<file path="src/shared/pmio_pkg.sv">
// constants and carrier types for the power management i/o control unit
package pmio_pkg;
  // register port addresses
  localparam logic [15:0] ADDR_LOW_BANK = 16'h7072;
  localparam logic [15:0] ADDR_HIGH_BANK = 16'h7872;
  localparam logic [15:0] ADDR_TIMEOUTS = 16'h8072;
  localparam logic [15:0] ADDR_IN_STATUS = 16'h8872;
  localparam logic [15:0] ADDR_IRQ_EN = 16'hc872;
  // internal register indices, also used by keyboard local access
  localparam logic [2:0] IDX_LOW_BANK = 3'h0;
  localparam logic [2:0] IDX_HIGH_BANK = 3'h1;
  localparam logic [2:0] IDX_TIMEOUTS = 3'h2;
  localparam logic [2:0] IDX_IN_STATUS = 3'h3;
  localparam logic [2:0] IDX_IRQ_EN = 3'h4;
  localparam logic [2:0] IDX_NONE = 3'h7;
  // low bank output bit positions
  localparam int OUT_CPU_CLK = 0;
  localparam int OUT_DISPLAY = 1;
  localparam int OUT_BACKLIGHT = 2;
  localparam int OUT_LOCAL_ACK = 3;
  localparam int OUT_LOCAL_ATTN = 4;
  localparam int OUT_PROC_PDOWN = 5;
  localparam int OUT_ADDR_LINE20_GATE = 6;
  localparam int OUT_FULL_PDOWN = 7;
  // status register field positions
  localparam int ST_UPDATE_EN = 15;
  localparam int ST_LOCAL_REQ_EN = 14;
  localparam int IN_LOCAL_REQ = 2;
  // writable bits of the interrupt enable register
  localparam logic [15:0] IRQ_EN_MASK = 16'hfc_fc;
  localparam logic [15:0] RESET_ZERO = 16'h0000;
  // timeout field decode
  localparam logic [7:0] TMO_ALWAYS_OFF = 8'h00;
  localparam logic [7:0] TMO_ALWAYS_ON = 8'hff;
  // timing
  localparam int CLK_HZ = 50_000_000;
  localparam int STEP_TIME_S = 5;
  localparam int STEP_CYCLES = STEP_TIME_S * CLK_HZ;
  localparam int SETTLE_CYCLES = 4;
  // keyboard local access opcode layout
  localparam int OP_WRITE_BIT = 7;
  // one register write request, from the i/o port or local access
  typedef struct packed {
    logic en;
    logic [2:0] idx;
    logic [15:0] data;
  } pmio_reg_wr_s;
endpackage

</file>
<file path="src/verilog/pmio_input_scan.sv">
// scans the external input multiplexer and synchronises each sample
`timescale 1ns/10ps
`default_nettype none
module pmio_input_scan (
  input wire logic clk_sys_in, // system clock
  input wire logic srst_in, // sync reset, high
  input wire logic muxed_status_input_in, // async mux output pin
  output logic [2:0] mux_sel_out, // mux select
  output logic [7:0] levels_out, // synchronised input levels
  output logic scan_done_out // pulse after a full pass
);
  logic sync_a;
  logic sync_b;
  logic [2:0] settle;
  // ----------------------------------------------------------
  // two-stage synchroniser; only sync_b is ever looked at
  // ----------------------------------------------------------
  always_ff @(posedge clk_sys_in)
  begin
    sync_a <= muxed_status_input_in;
    sync_b <= sync_a;
  end
  // dwell on each select until the synchroniser has caught up
  always_ff @(posedge clk_sys_in)
  begin
    scan_done_out <= 1'b0;
    if (srst_in)
    begin
      mux_sel_out <= 3'h0;
      settle <= 3'h0;
      levels_out <= 8'h00;
    end
    else if (settle == 3'(pmio_pkg::SETTLE_CYCLES))
    begin
      levels_out[mux_sel_out] <= sync_b;
      settle <= 3'h0;
      mux_sel_out <= mux_sel_out + 3'h1;
      scan_done_out <= (mux_sel_out == 3'h7);
    end
    else
      settle <= settle + 3'h1;
  end
endmodule
`default_nettype wire

</file>
<file path="src/verilog/pmio_panel_timer.sv">
// shared inactivity timer in five-second steps for display and backlight
`timescale 1ns/10ps
`default_nettype none
module pmio_panel_timer #(
  parameter int STEP_CYCLES = pmio_pkg::STEP_CYCLES
) (
  input wire logic clk_sys_in, // system clock
  input wire logic srst_in, // sync reset, high
  input wire logic activity_in, // keyboard or mouse irq pulse
  input wire logic refresh_tick_in, // refresh cycle pulse
  input wire logic [15:0] timeouts_in, // backlight hi, display lo
  output logic display_on_out, // display enable
  output logic backlight_on_out // backlight enable
);
  logic [31:0] prescale;
  logic [7:0] steps;
  logic pending;
  logic step_tick;
  assign step_tick = (prescale == 32'(STEP_CYCLES - 1));
  // on while fewer steps than programmed have passed
  function automatic logic tmo_on(input logic [7:0] f,
                                  input logic [7:0] s);
    tmo_on = (f == pmio_pkg::TMO_ALWAYS_ON) ||
             ((f != pmio_pkg::TMO_ALWAYS_OFF) && (s < f));
  endfunction
  // restart waits for the refresh cycle after activity
  always_ff @(posedge clk_sys_in)
  begin
    if (srst_in)
    begin
      prescale <= 32'h0000_0000;
      steps <= 8'h00;
      pending <= 1'b0;
      display_on_out <= 1'b0;
      backlight_on_out <= 1'b0;
    end
    else
    begin
      if (refresh_tick_in && (pending || activity_in))
      begin
        prescale <= 32'h0000_0000;
        steps <= 8'h00;
        pending <= 1'b0;
      end
      else
      begin
        pending <= pending | activity_in;
        prescale <= step_tick ? 32'h0000_0000 : prescale + 32'h1;
        if (step_tick && steps != 8'hff)
          steps <= steps + 8'h01;
      end
      display_on_out <= tmo_on(timeouts_in[7:0], steps);
      backlight_on_out <= tmo_on(timeouts_in[15:8], steps);
    end
  end
endmodule
`default_nettype wire

</file>
<file path="src/verilog/pmio_control.sv">
// power management i/o control unit: registers, events, local access
`timescale 1ns/10ps
`default_nettype none
module pmio_control #(
  parameter int STEP_CYCLES = pmio_pkg::STEP_CYCLES
) (
  input wire logic clk_sys_in, // system clock 50 MHz
  input wire logic srst_in, // sync reset, high
  input wire logic [15:0] io_addr_in, // port address
  input wire logic io_wr_in, // port write strobe
  input wire logic io_rd_in, // port read strobe
  input wire logic [15:0] io_wdata_in, // write data
  output logic [15:0] io_rdata_out, // read data, next cycle
  input wire logic cpu_clk_en_in, // processor clock driver enable
  input wire logic proc_pdown_in, // processor power-down
  input wire logic full_pdown_in, // full power-down
  input wire logic addr_line20_gate_in, // internal addr_line20_gate
  input wire logic kbd_mouse_irq_in, // async activity pin
  input wire logic refresh_tick_in, // refresh cycle pulse
  input wire logic muxed_status_input_in, // async mux pin
  output logic [2:0] mux_sel_out, // input mux select
  output logic [7:0] latch_data_out, // low latch data
  output logic latch_strobe_out, // low latch update pulse
  output logic [7:0] high_bank_out, // user outputs 8-f
  output logic nmi_out, // nmi request level
  output logic hold_req_out, // hold request to cpu
  input wire logic hold_ack_in, // hold acknowledge
  input wire logic [7:0] kbd_data_in, // keyboard byte in
  input wire logic kbd_strobe_in, // keyboard byte valid
  output logic [7:0] kbd_data_out, // byte to keyboard
  output logic kbd_strobe_out, // byte to keyboard valid
  output logic kbd_oe_n_out // low while driving bus
);
  typedef enum logic [6:0] {
    LA_IDLE = 7'b000_0001,
    LA_HOLD = 7'b000_0010,
    LA_ACK = 7'b000_0100,
    LA_WR_HI = 7'b000_1000,
    LA_WR_LO = 7'b001_0000,
    LA_RD_HI = 7'b010_0000,
    LA_RD_LO = 7'b100_0000
  } pmio_la_e;

  pmio_la_e la_state;
  pmio_la_e next_la_state;
  logic [7:0] high_bank;
  logic [15:0] timeouts;
  logic latch_update_enable;
  logic local_request_enable;
  logic [7:2] attention_flags;
  logic [7:2] nmi_flags;
  logic [7:2] latched_status;
  logic [7:2] nmi_enables;
  logic [7:2] attention_enables;
  logic [7:0] prev_levels;
  logic local_attention;
  logic local_acknowledge;
  logic [7:0] opcode;
  logic op_taken;
  logic [7:0] data_hi;
  logic [7:0] last_latched;
  logic irq_s1;
  logic irq_s2;
  logic irq_s3;
  logic [7:0] levels;
  logic scan_done;
  logic display_on;
  logic backlight_on;

  // ----------------------------------------------------------
  // register decode and write path
  // ----------------------------------------------------------
  function automatic logic [2:0] reg_index(input logic [15:0] a);
    case (a)
      pmio_pkg::ADDR_LOW_BANK: reg_index = pmio_pkg::IDX_LOW_BANK;
      pmio_pkg::ADDR_HIGH_BANK: reg_index = pmio_pkg::IDX_HIGH_BANK;
      pmio_pkg::ADDR_TIMEOUTS: reg_index = pmio_pkg::IDX_TIMEOUTS;
      pmio_pkg::ADDR_IN_STATUS: reg_index = pmio_pkg::IDX_IN_STATUS;
      pmio_pkg::ADDR_IRQ_EN: reg_index = pmio_pkg::IDX_IRQ_EN;
      default: reg_index = pmio_pkg::IDX_NONE;
    endcase
  endfunction

  wire logic [15:0] low_bank_word;
  wire logic [15:0] status_word;
  wire logic [15:0] irq_en_word;
  wire logic [15:0] rd_word;
  wire logic [2:0] io_idx;
  wire logic [7:0] low_bank;
  wire logic [7:2] changed;
  wire logic [7:2] event_hit;
  wire logic [7:2] both_clear;
  wire logic [7:0] status_bits;
  wire logic local_request;
  wire logic activity;
  wire logic la_write;
  pmio_pkg::pmio_reg_wr_s wr;

  assign io_idx = reg_index(io_addr_in);
  // local write has the bus only while the cpu is held
  assign la_write = (la_state == LA_WR_LO) && kbd_strobe_in;
  assign wr.en = la_write | io_wr_in;
  assign wr.idx = la_write ? opcode[2:0] : io_idx;
  assign wr.data = la_write ? {data_hi, kbd_data_in} : io_wdata_in;

  // hardware-owned low bank, assembled from its sources
  assign low_bank[pmio_pkg::OUT_CPU_CLK] = cpu_clk_en_in;
  assign low_bank[pmio_pkg::OUT_DISPLAY] = display_on;
  assign low_bank[pmio_pkg::OUT_BACKLIGHT] = backlight_on;
  assign low_bank[pmio_pkg::OUT_LOCAL_ACK] = local_acknowledge;
  assign low_bank[pmio_pkg::OUT_LOCAL_ATTN] = local_attention;
  assign low_bank[pmio_pkg::OUT_PROC_PDOWN] = proc_pdown_in;
  assign low_bank[pmio_pkg::OUT_ADDR_LINE20_GATE] = addr_line20_gate_in;
  assign low_bank[pmio_pkg::OUT_FULL_PDOWN] = full_pdown_in;

  // input events; input 7 reacts to its rising edge only
  assign changed[6:2] = levels[6:2] ^ prev_levels[6:2];
  assign changed[7] = levels[7] & ~prev_levels[7];
  // input 2 leaves the event path while it is the access request
  assign event_hit = (scan_done ? changed : 6'h00) &
                     ~{5'h00, local_request_enable};
  assign both_clear = ~nmi_enables & ~attention_enables;
  assign local_request = local_request_enable &
                         levels[pmio_pkg::IN_LOCAL_REQ];
  assign activity = irq_s2 & ~irq_s3;

  // live or latched status per input
  assign status_bits[1:0] = levels[1:0];
  assign status_bits[7:2] = (both_clear & levels[7:2]) |
                            (~both_clear & latched_status);

  assign low_bank_word = {8'h00, low_bank};
  assign status_word = {latch_update_enable, local_request_enable,
                        attention_flags, status_bits};
  assign irq_en_word = {nmi_enables, 2'b00, attention_enables, 2'b00};
  assign rd_word = (io_idx == pmio_pkg::IDX_LOW_BANK) ? low_bank_word :
                   (io_idx == pmio_pkg::IDX_HIGH_BANK) ?
                     {8'h00, high_bank} :
                   (io_idx == pmio_pkg::IDX_TIMEOUTS) ? timeouts :
                   (io_idx == pmio_pkg::IDX_IN_STATUS) ? status_word :
                   (io_idx == pmio_pkg::IDX_IRQ_EN) ? irq_en_word :
                   pmio_pkg::RESET_ZERO;

  // ----------------------------------------------------------
  // submodules
  // ----------------------------------------------------------
  pmio_input_scan u_scan (
    .clk_sys_in (clk_sys_in),
    .srst_in (srst_in),
    .muxed_status_input_in (muxed_status_input_in),
    .mux_sel_out (mux_sel_out),
    .levels_out (levels),
    .scan_done_out (scan_done)
  );

  pmio_panel_timer #(.STEP_CYCLES(STEP_CYCLES)) u_timer (
    .clk_sys_in (clk_sys_in),
    .srst_in (srst_in),
    .activity_in (activity),
    .refresh_tick_in (refresh_tick_in),
    .timeouts_in (timeouts),
    .display_on_out (display_on),
    .backlight_on_out (backlight_on)
  );

  // ----------------------------------------------------------
  // software registers
  // ----------------------------------------------------------
  // low bank index takes no write: hardware owns those bits
  always_ff @(posedge clk_sys_in)
  begin
    if (srst_in)
    begin
      high_bank <= 8'h00;
      timeouts <= pmio_pkg::RESET_ZERO;
      latch_update_enable <= 1'b0;
      local_request_enable <= 1'b0;
      nmi_enables <= 6'h00;
      attention_enables <= 6'h00;
    end
    else if (wr.en)
    begin
      if (wr.idx == pmio_pkg::IDX_HIGH_BANK)
        high_bank <= wr.data[7:0];
      if (wr.idx == pmio_pkg::IDX_TIMEOUTS)
        timeouts <= wr.data;
      if (wr.idx == pmio_pkg::IDX_IN_STATUS)
      begin
        latch_update_enable <= wr.data[pmio_pkg::ST_UPDATE_EN];
        local_request_enable <= wr.data[pmio_pkg::ST_LOCAL_REQ_EN];
      end
      if (wr.idx == pmio_pkg::IDX_IRQ_EN)
      begin
        nmi_enables <= wr.data[15:10];
        attention_enables <= wr.data[7:2];
      end
    end
  end

  // ----------------------------------------------------------
  // input events, flags and latched status
  // ----------------------------------------------------------
  // a clear wins over a new event in the same cycle
  always_ff @(posedge clk_sys_in)
  begin
    if (srst_in)
    begin
      prev_levels <= 8'h00;
      attention_flags <= 6'h00;
      nmi_flags <= 6'h00;
      latched_status <= 6'h00;
    end
    else
    begin
      if (scan_done)
        prev_levels <= levels;
      latched_status <= (latched_status & ~both_clear) |
                        (event_hit & ~both_clear);
      attention_flags <= (attention_flags & ~both_clear) |
                         (event_hit & attention_enables);
      nmi_flags <= (nmi_flags & ~both_clear) |
                   (event_hit & nmi_enables);
    end
  end

  // ----------------------------------------------------------
  // outputs, latch update cycles and activity sync
  // ----------------------------------------------------------
  always_ff @(posedge clk_sys_in)
  begin
    irq_s1 <= kbd_mouse_irq_in;
    irq_s2 <= irq_s1;
    irq_s3 <= irq_s2;
  end

  // latch only follows while updates are enabled
  always_ff @(posedge clk_sys_in)
  begin
    if (srst_in)
    begin
      io_rdata_out <= pmio_pkg::RESET_ZERO;
      latch_data_out <= 8'h00;
      latch_strobe_out <= 1'b0;
      last_latched <= 8'h00;
      local_attention <= 1'b0;
      nmi_out <= 1'b0;
      high_bank_out <= 8'h00;
    end
    else
    begin
      io_rdata_out <= io_rd_in ? rd_word : pmio_pkg::RESET_ZERO;
      local_attention <= |attention_flags;
      nmi_out <= |nmi_flags;
      high_bank_out <= high_bank;
      latch_strobe_out <= latch_update_enable &&
                          (low_bank != last_latched);
      if (latch_update_enable && low_bank != last_latched)
      begin
        latch_data_out <= low_bank;
        last_latched <= low_bank;
      end
    end
  end

  // ----------------------------------------------------------
  // keyboard controller local register access
  // ----------------------------------------------------------
  always_comb
  begin
    next_la_state = la_state;
    case (la_state)
      LA_IDLE: if (local_request) next_la_state = LA_HOLD;
      LA_HOLD: if (hold_ack_in) next_la_state = LA_ACK;
      LA_ACK:
        if (op_taken && !local_request)
          next_la_state = opcode[pmio_pkg::OP_WRITE_BIT] ?
                          LA_WR_HI : LA_RD_HI;
      LA_WR_HI: if (kbd_strobe_in) next_la_state = LA_WR_LO;
      LA_WR_LO: if (kbd_strobe_in) next_la_state = LA_IDLE;
      LA_RD_HI: next_la_state = LA_RD_LO;
      LA_RD_LO: next_la_state = LA_IDLE;
      default: next_la_state = LA_IDLE;
    endcase
  end

  // one read word is fetched at the high byte, sent in two beats
  always_ff @(posedge clk_sys_in)
  begin
    if (srst_in)
    begin
      la_state <= LA_IDLE;
      local_acknowledge <= 1'b0;
      opcode <= 8'h00;
      op_taken <= 1'b0;
      data_hi <= 8'h00;
      hold_req_out <= 1'b0;
      kbd_data_out <= 8'h00;
      kbd_strobe_out <= 1'b0;
      kbd_oe_n_out <= 1'b1;
    end
    else
    begin
      la_state <= next_la_state;
      kbd_strobe_out <= 1'b0;
      hold_req_out <= (next_la_state != LA_IDLE);
      local_acknowledge <= (next_la_state == LA_ACK);
      if (la_state == LA_HOLD)
        op_taken <= 1'b0;
      if (la_state == LA_ACK && kbd_strobe_in)
      begin
        opcode <= kbd_data_in;
        op_taken <= 1'b1;
      end
      if (la_state == LA_WR_HI && kbd_strobe_in)
        data_hi <= kbd_data_in;
      if (la_state == LA_RD_HI)
      begin
        {kbd_data_out, data_hi} <= rd_word_at(opcode[2:0]);
        kbd_strobe_out <= 1'b1;
      end
      if (la_state == LA_RD_LO)
      begin
        kbd_data_out <= data_hi;
        kbd_strobe_out <= 1'b1;
      end
      kbd_oe_n_out <= !(next_la_state == LA_RD_HI ||
                        next_la_state == LA_RD_LO ||
                        la_state == LA_RD_HI ||
                        la_state == LA_RD_LO);
    end
  end

  function automatic logic [15:0] rd_word_at(input logic [2:0] i);
    case (i)
      pmio_pkg::IDX_LOW_BANK: rd_word_at = low_bank_word;
      pmio_pkg::IDX_HIGH_BANK: rd_word_at = {8'h00, high_bank};
      pmio_pkg::IDX_TIMEOUTS: rd_word_at = timeouts;
      pmio_pkg::IDX_IN_STATUS: rd_word_at = status_word;
      pmio_pkg::IDX_IRQ_EN: rd_word_at = irq_en_word;
      default: rd_word_at = pmio_pkg::RESET_ZERO;
    endcase
  endfunction

  // ----------------------------------------------------------
  // assertions
  // ----------------------------------------------------------
  property p_high_write;
    @(posedge clk_sys_in) disable iff (srst_in)
    io_wr_in && io_idx == pmio_pkg::IDX_HIGH_BANK && !la_write
      |=> high_bank == $past(io_wdata_in[7:0]) ##1
          high_bank_out == $past(io_wdata_in[7:0], 2);
  endproperty
  a_high_write: assert property (p_high_write)
    else $error("high bank write lost");

  property p_low_ro;
    @(posedge clk_sys_in) disable iff (srst_in)
    io_rd_in && io_idx == pmio_pkg::IDX_LOW_BANK
      |=> io_rdata_out[15:8] == 8'h00 &&
          io_rdata_out[7:0] == $past(low_bank);
  endproperty
  a_low_ro: assert property (p_low_ro)
    else $error("low bank readback wrong");

  property p_update_off;
    @(posedge clk_sys_in) disable iff (srst_in)
    !latch_update_enable |=> !latch_strobe_out;
  endproperty
  a_update_off: assert property (p_update_off)
    else $error("latch update while disabled");

  property p_update_on;
    @(posedge clk_sys_in) disable iff (srst_in)
    latch_update_enable && low_bank != last_latched
      |=> latch_strobe_out && latch_data_out == $past(low_bank);
  endproperty
  a_update_on: assert property (p_update_on)
    else $error("latch update missed");

  property p_ignored_bits;
    @(posedge clk_sys_in) disable iff (srst_in)
    wr.en && wr.idx == pmio_pkg::IDX_IRQ_EN
      |=> irq_en_word == ($past(wr.data) & pmio_pkg::IRQ_EN_MASK);
  endproperty
  a_ignored_bits: assert property (p_ignored_bits)
    else $error("ignored enable bits stored");

  property p_flag_clear;
    @(posedge clk_sys_in) disable iff (srst_in)
    both_clear == 6'h3f && event_hit == 6'h00
      |=> attention_flags == 6'h00 && nmi_flags == 6'h00 ##1 !nmi_out;
  endproperty
  a_flag_clear: assert property (p_flag_clear)
    else $error("flags survive cleared enables");

  property p_live_low;
    @(posedge clk_sys_in) disable iff (srst_in)
    io_rd_in && io_idx == pmio_pkg::IDX_IN_STATUS
      |=> io_rdata_out[1:0] == $past(levels[1:0]);
  endproperty
  a_live_low: assert property (p_live_low)
    else $error("inputs 0 and 1 not live");

  property p_nmi_raise;
    @(posedge clk_sys_in) disable iff (srst_in)
    |(event_hit & nmi_enables) |=> ##1 nmi_out;
  endproperty
  a_nmi_raise: assert property (p_nmi_raise)
    else $error("nmi not raised on change");

  property p_ack_drop;
    @(posedge clk_sys_in) disable iff (srst_in)
    la_state == LA_ACK && op_taken && !local_request
      |=> !local_acknowledge && hold_req_out;
  endproperty
  a_ack_drop: assert property (p_ack_drop)
    else $error("acknowledge not withdrawn");

  c_local_write: cover property (@(posedge clk_sys_in) la_write);
  c_local_read: cover property (@(posedge clk_sys_in)
    la_state == LA_RD_LO);
  c_attention: cover property (@(posedge clk_sys_in) local_attention);
  c_latch: cover property (@(posedge clk_sys_in) latch_strobe_out);
endmodule
`default_nettype wire

</file>
<file path="config.mk">
export PLATFORM = sky130hd
export DESIGN_NAME = pmio_control
export DESIGN_NICKNAME = d
export VERILOG_FILES = /design/src/shared/pmio_pkg.sv /design/src/verilog/pmio_input_scan.sv /design/src/verilog/pmio_panel_timer.sv /design/src/verilog/pmio_control.sv
export SDC_FILE = /design/constraint.sdc
export NUM_CORES = 1
export LEC_CHECK = 0
export BUFFER_PORTS_ARGS = -buffer_cell sky130_fd_sc_hd__clkbuf_2
export CAP_MARGIN = 20
export CORE_MARGIN = 1
export CORE_UTILIZATION = 53
export DETAILED_ROUTE_END_ITERATION = 12
export HOLD_SLACK_MARGIN = 0.02
export MAX_ROUTING_LAYER = met4
export PLACE_DENSITY = 0.78
export SYNTH_ARGS = -nofsm -noshare
export SYNTH_HDL_FRONTEND = slang
export SYNTH_SLANG_ARGS = --single-unit
</file>
<file path="constraint.sdc">
create_clock -name clk_sys_in -period 2.5 [get_ports clk_sys_in]
set_input_delay 0.5 -clock clk_sys_in [delete_from_list [all_inputs] [get_ports clk_sys_in]]
set_output_delay 0.5 -clock clk_sys_in [all_outputs]
set_load 0.02 [all_outputs]
</file>
Word-level counts from Yosys, hierarchy flattened
Index checks and enable logic that the tools add are counted.
Word-level totals
  flip-flop bits (word level): 198
  input bits: 53
  output and inout port bits: 48
  logic and storage cells: 175
Cells by class
  add/subtract/negate cells: 4
  order comparisons: 4
  equality and inequality tests: 35
  multiplexer cells: 28
  bitwise operators: 27
  reduce and logical (&&, ||, !) cells: 37
Operator list (count)
  one-hot mux 16 bit (5 select lines): 1
  2-to-1 mux 16 bit: 4
  AND 6 bit: 9
  == test 16 bit, second input constant: 3
  2-to-1 mux 8 bit: 6
  one-hot mux 7 bit (6 select lines): 1
  2-to-1 mux 7 bit: 5
  adder 32 x 1 -> 32 bit, second input constant: 1
  == test 16 x 15 -> 1 bit, second input constant: 2
  == test 32 x 28 -> 1 bit, second input constant: 1
  OR 6 bit: 4
  == test 3 x 2 -> 1 bit, second input constant: 6
  inverter 6 bit: 3
  == test 8 bit, second input constant: 2
  less-than comparator 8 bit: 2
  nonzero test 8 bit: 2
  == test 3 bit, second input constant: 5
  one-hot mux 3 bit (5 select lines): 1
  == test 7 x 3 -> 1 bit, second input constant: 2
  == test 7 x 6 -> 1 bit, second input constant: 2
  == test 7 bit, second input constant: 2
  2-to-1 mux 6 bit: 2
  OR reduction 6 bit: 2
  logical AND 1 bit: 10
  29 further kinds: 57

Logic depth before layout (Yosys ltp)
  word-level depth: 10
  mapped depth: 8
  mapped depth without buffers: 7

By module
A second synthesis with hierarchy kept.
Second synthesis, totals
  cells, all modules: 1128
  area total of the unflattened synthesis: 9624.2 um^2
By module, submodules not included
  pmio_control: instances 1, cells each 748, area an instance 6387.4 um^2, sequential area each 2642.5 um^2
  pmio_panel_timer: instances 1, cells each 309, area an instance 2479.9 um^2, sequential area each 860.8 um^2
  pmio_input_scan: instances 1, cells each 71, area an instance 757.0 um^2, sequential area each 340.3 um^2

Worst setup path after synthesis
No wires, ideal clock.
  path kind: in2reg
  start: input port io_addr_in[2]
  end: register nmi_enables[2] in the netlist's numbering
  library setup time: 0.128 ns
  arrival time: 2.395 ns
  required time: 2.372 ns
  slack: -0.022 ns
  cell stages on the path: 6
  buffers on the path: 1
  cell sequence: or4b_4 or4_4 o32ai_2 buf_4 mux2i_1 nor2_1
On the way
  cells in the longest elaborated chain, start to end: 5
  elaborated cells between the ends (all ways): 9
  those cells by class: 6 x eq/ne; 2 x mux; 1 x reduce/logical
RTL lines
  from (decl): RTL line pmio_control.sv:9  | input wire logic [15:0] io_addr_in,
  == test 16 bit / == test 16 x 15 -> 1 bit (equally long branches): RTL line pmio_control.sv:74  | case (a)
  one-hot mux 3 bit (5 select lines) (*): RTL line pmio_control.sv:74
  2-to-1 mux 3 bit (*): RTL line pmio_control.sv:103  | assign wr.idx = la_write ? opcode[2:0] : io_idx;
  == test 3 bit (*): RTL line pmio_control.sv:192  | if (wr.idx == pmio_pkg::IDX_IRQ_EN)
  AND reduction 2 bit (no line) (*)
  to (signal assigned): RTL line pmio_control.sv:194  | nmi_enables <= wr.data[15:10];
  to (decl): RTL line pmio_control.sv:53  | logic [7:2] nmi_enables;
Mark *: on every way between the ends. The rest lies on a longest branch, timed or not.
A chain may end at the register's enable or synchronous reset.

Worst setup path after layout
  start: register u_timer.prescale[0]
  end: register u_timer.steps[7]
On the way
  cells in the longest elaborated chain, start to end: 2
RTL lines
  from (decl): RTL line pmio_panel_timer.sv:15  | logic [31:0] prescale;
  from (signal assigned): RTL line pmio_panel_timer.sv:48  | prescale <= step_tick ? 32'h0000_0000 : prescale + 32'h1;
  == test 32 x 28 -> 1 bit: RTL line pmio_panel_timer.sv:19  | assign step_tick = (prescale == 32'(STEP_CYCLES - 1));
  logical AND 1 bit: RTL line pmio_panel_timer.sv:49  | if (step_tick && steps != 8'hff)
  to (signal assigned): RTL line pmio_panel_timer.sv:50  | steps <= steps + 8'h01;
  to (decl): RTL line pmio_panel_timer.sv:16  | logic [7:0] steps;
No other way between the ends.

==> flow_summary.json <==
{
  "fin_worst_skew_ns": 0.01073,
  "finalPower_mw": 5.944,
  "min_period_over_period_pct": 91.58,
  "die_w_um": 132.8,
  "io_pins": 101,
  "drc": 0,
  "crit_path_end_kind": "flop",
  "combinationalPowerShare_pct": 4.0,
  "required_ns": 2.87,
  "synth_ff_type": "dfxtp_1",
  "drt_iter0_drc": 904,
  "via_count": 8589,
  "slew_violations": 0,
  "rsz0062_at_grt": "false",
  "max_stage_delay_ns": 0.62,
  "crit_buf_inv": 0,
  "clk_path_buf_depth": 2,
  "p_switching_mw": 1.458,
  "clock-root-buffer": "clkbuf_16",
  "grt_pass1_vias": 7833,
  "dpl.hpwl_um": 20150,
  "grt_overflow": 0,
  "drv_cap": 0,
  "power_frac_seq_pct": 51.8,
  "final.fill_count": 1412,
  "max_freq_mhz": 436.8,
  "worstHoldPathType": "in2reg",
  "wl_per_cell_um": 19.08,
  "synth.distinct_cells": 65,
  "synth_xor_xnor_area_share_pct": 3.959,
  "area_growth_pct": 17.42,
  "setup-tns-final_ns": 0,
  "grt_pass1_wl_um": 41880,
  "worst_pin_slew_ns": 0.6489,
  "p_leak_nw": 4.093,
  "netlist_area_sq_um": 9070,
  "clkLatencyLatePin_ns": 0.43,
  "fin_crit_ns": 2.289,
  "start_kind": "flop",
  "rows": 47,
  "nets": 1239,
  "worst-path-max-fanout": 12,
  "relSlewSlack_pct": 56.28,
  "syn_nets": 1121,
  "synth-simple-area-share_pct": 20.42,
  "synth_top_family_by_area": "simple AND/OR/NAND/NOR gates",
  "die_y_um": 132.8,
  "grt_usage_pct": 31.50,
  "placed_cells": 1367,
  "cp_data_arrival_time_ns": 2.66,
  "synth_async_sr_flop_share_pct": 0,
  "peakVddDrop_uv": 574.0,
  "diodes": 0,
  "intPower_mw": 4.486,
  "setup_viol": 0,
  "synth-seq-cells": 192,
  "cts_hold_buf": 0,
  "die-area_sq_um": 17640,
  "grt_start_max_net_pins": 43,
  "outcome": "complete, no violations",
  "pwr_density_cell_nw_per_um2": 558.1,
  "initial_core_util_pct": 54.50,
  "whs_ns": 0.1683,
  "synth_seq_area_share_pct": 42.38,
  "synth_compound_area_share_pct": 19.42,
  "synthCells": 1048,
  "gp_congestion": 1.032,
  "netSwitchingFraction_pct": 24.53,
  "port_buffers": 100,
  "cp_top_family": "simple AND/OR/NAND/NOR gates",
  "antenna_found_initial": 0,
  "yosysWarnings": 0,
  "synth_edf_count": 0,
  "hold_viol": 0,
  "layout-drive-gt1-share_pct": 20.27,
  "synth_mux_area_share_pct": 6.594,
  "cts_made_buffers": 17,
  "stdcell_count": 1399,
  "worstSetupPathType": "reg2reg",
  "cts_sinks": 192,
  "drtAntennaViolNets": 0,
  "crit_slowest_cell": "or4_4",
  "cp_cell_sequence": "ha_1 > nand2_1 > or2_2 > or4_4 > or4_1 > a21oi_1",
  "clk_pin_slew_ns": 0.07,
  "drt-total-wl_um": 26700,
  "htreeDepth": 4,
  "syn_area_per_cell_sq_um": 8.655,
  "postLayoutCoreUtil_pct": 64.00,
  "core_area_sq_um": 16640,
  "cts_tree": "done",
  "synth_fa_ha_area_share_pct": 2.759,
  "clkPwrFrac_pct": 44.2,
  "vias_per_cell": 6.139,
  "first_pass_iters": 7
}
==> final timing paths <==
check / start / to / slack [ns] / cells after the start
hold reg to reg: u_scan.sync_a / u_scan.sync_b / 0.33 / 0
setup reg to reg: u_timer.prescale[0] / u_timer.steps[7] / 0.21 / 6
setup / recovery: u_timer.prescale[0] / u_timer.steps[7] / 0.21 / 6
hold / removal: kbd_mouse_irq_in / irq_s1 / 0.17 / 1
==> power by group through the flow <==
| stage | Clock, mW | Combinational (mW) | Sequential [mW] |
|---|---|---|---|
| finish | 2.63 | 0.237 | 3.08 |
| global route | 2.79 | 0.255 | 3.08 |
| CTS | 2.66 | 0.233 | 3.08 |
| detailed placement | 0 | 0.232 | 3.15 |
| global placement | 0 | 0.230 | 3.15 |
| floorplan | 0 | 0.120 | 3.15 |
==> timing repair <==
item,4_1_cts,5_1_grt
gates resized for setup,0,1
endpoints found under the setup margin,0,3
setup buffers,0,0
==> sequential cells by signal (all words and copies together), names as in the netlist, 6 cells and up <==
register and cells:
attention_enables 6, attention_flags 6, data_hi 8, high_bank 8
high_bank_out 8, io_rdata_out 16, kbd_data_out 8, la_state 7
last_latched 8, latched_status 6, nmi_enables 6, nmi_flags 6
prev_levels 6, timeouts 16, u_scan.levels_out 8, u_timer.prescale 32
u_timer.steps 8
==> worst reg2reg max path, delay by kind of cell, from the launching register on <==
kind	cells	cell delay (ns)
AOI/OAI and AO/OA	1	0.14
and+or+nand+nor	4	1.49
DFF	1	0.38
adders and majority gates	1	0.22
==> routing by layer <==
| metal | vias to the layer above | share of wire [%] | global-route usage, % |
|---|---|---|---|
| li1 | 4029 | - | - |
| met1 | 4010 | 42 | 39.27 |
| met2 | 451 | 44 | 46.63 |
| met3 | 99 | 7.2 | 5.670 |
| met4 | 0 | 6.6 | 20.75 |
| met5 | - | 0 | - |
==> area by class of cell <==
cell class	instances	area (sq um)	area share, %
flip-flops and latches	192	3844	36.09
clock buffers	17	425.4	3.994
well taps	220	275.3	2.585
multi-input cells	754	4836	45.41
clock inverters	15	143.9	1.351
repair buffers	155	953.4	8.952
inverters	46	172.7	1.621
==> stage by stage <==
step | setup slack, ns | area [sq um]
2_1_floorplan | -0.02001 | 9074
3_3_place_gp | -0.05612 | 10080
3_5_place_dp | -0.08301 | 10080
4_1_cts | 0.07052 | 10650
5_1_grt | 0.1001 | 10650
6_report | 0.2106 | 10650
==> cells in the mapped netlist, types with 11 or more instances <==
library cell	instances	area, sq um
nand3_1	32	160.2
ha_1	20	250.2
nor4_1	15	93.84
nor2_1	144	540.5
or3_1	11	68.82
inv_1	45	168.9
a21oi_1	71	355.3
o221a_2	16	180.2
nor2b_1	13	81.33
o21ai_0	79	395.4
a211oi_1	14	105.1
xnor2_1	14	122.6
nand4_1	21	131.4
nand2_1	54	202.7
a22oi_1	21	157.7
xor2_1	27	236.5
mux2i_1	44	440.4
dfxtp_1	192	3844
clkbuf_1	45	168.9
nor3_1	18	90.09
nand2b_1	11	68.82
a222oi_1	15	150.1
==> placed cells by master, fill, tap and decap left out, types with 13 or more instances in the layout <==
master     synthesis  layout
nand2_1           54      54
buf_4              2      53
nor2b_1           13      13
mux2i_1           44      44
nor4_1            15      14
o221a_2           16      16
a211oi_1          14      14
o21ai_0           79      79
nand4_1           21      21
clkbuf_16          0      17
ha_1              20      20
nor3_1            18      17
a21oi_1           71      71
xnor2_1           14      14
clkbuf_2           0      99
inv_1             45      45
nand3_1           32      32
dfxtp_1          192     192
a22oi_1           21      21
a222oi_1          15      15
xor2_1            27      27
nor2_1           144     144
==> cells by family after synthesis <==
group,Yosys count
AO/OA/AOI/OAI,266
XOR/XNOR,41
adder cells (fa/ha/maj),20
buffers and inverters,102
flip-flops,192
multiplexers,56
AND/OR/NAND/NOR,371
No activity file was read; power rests on OpenSTA's default activity.
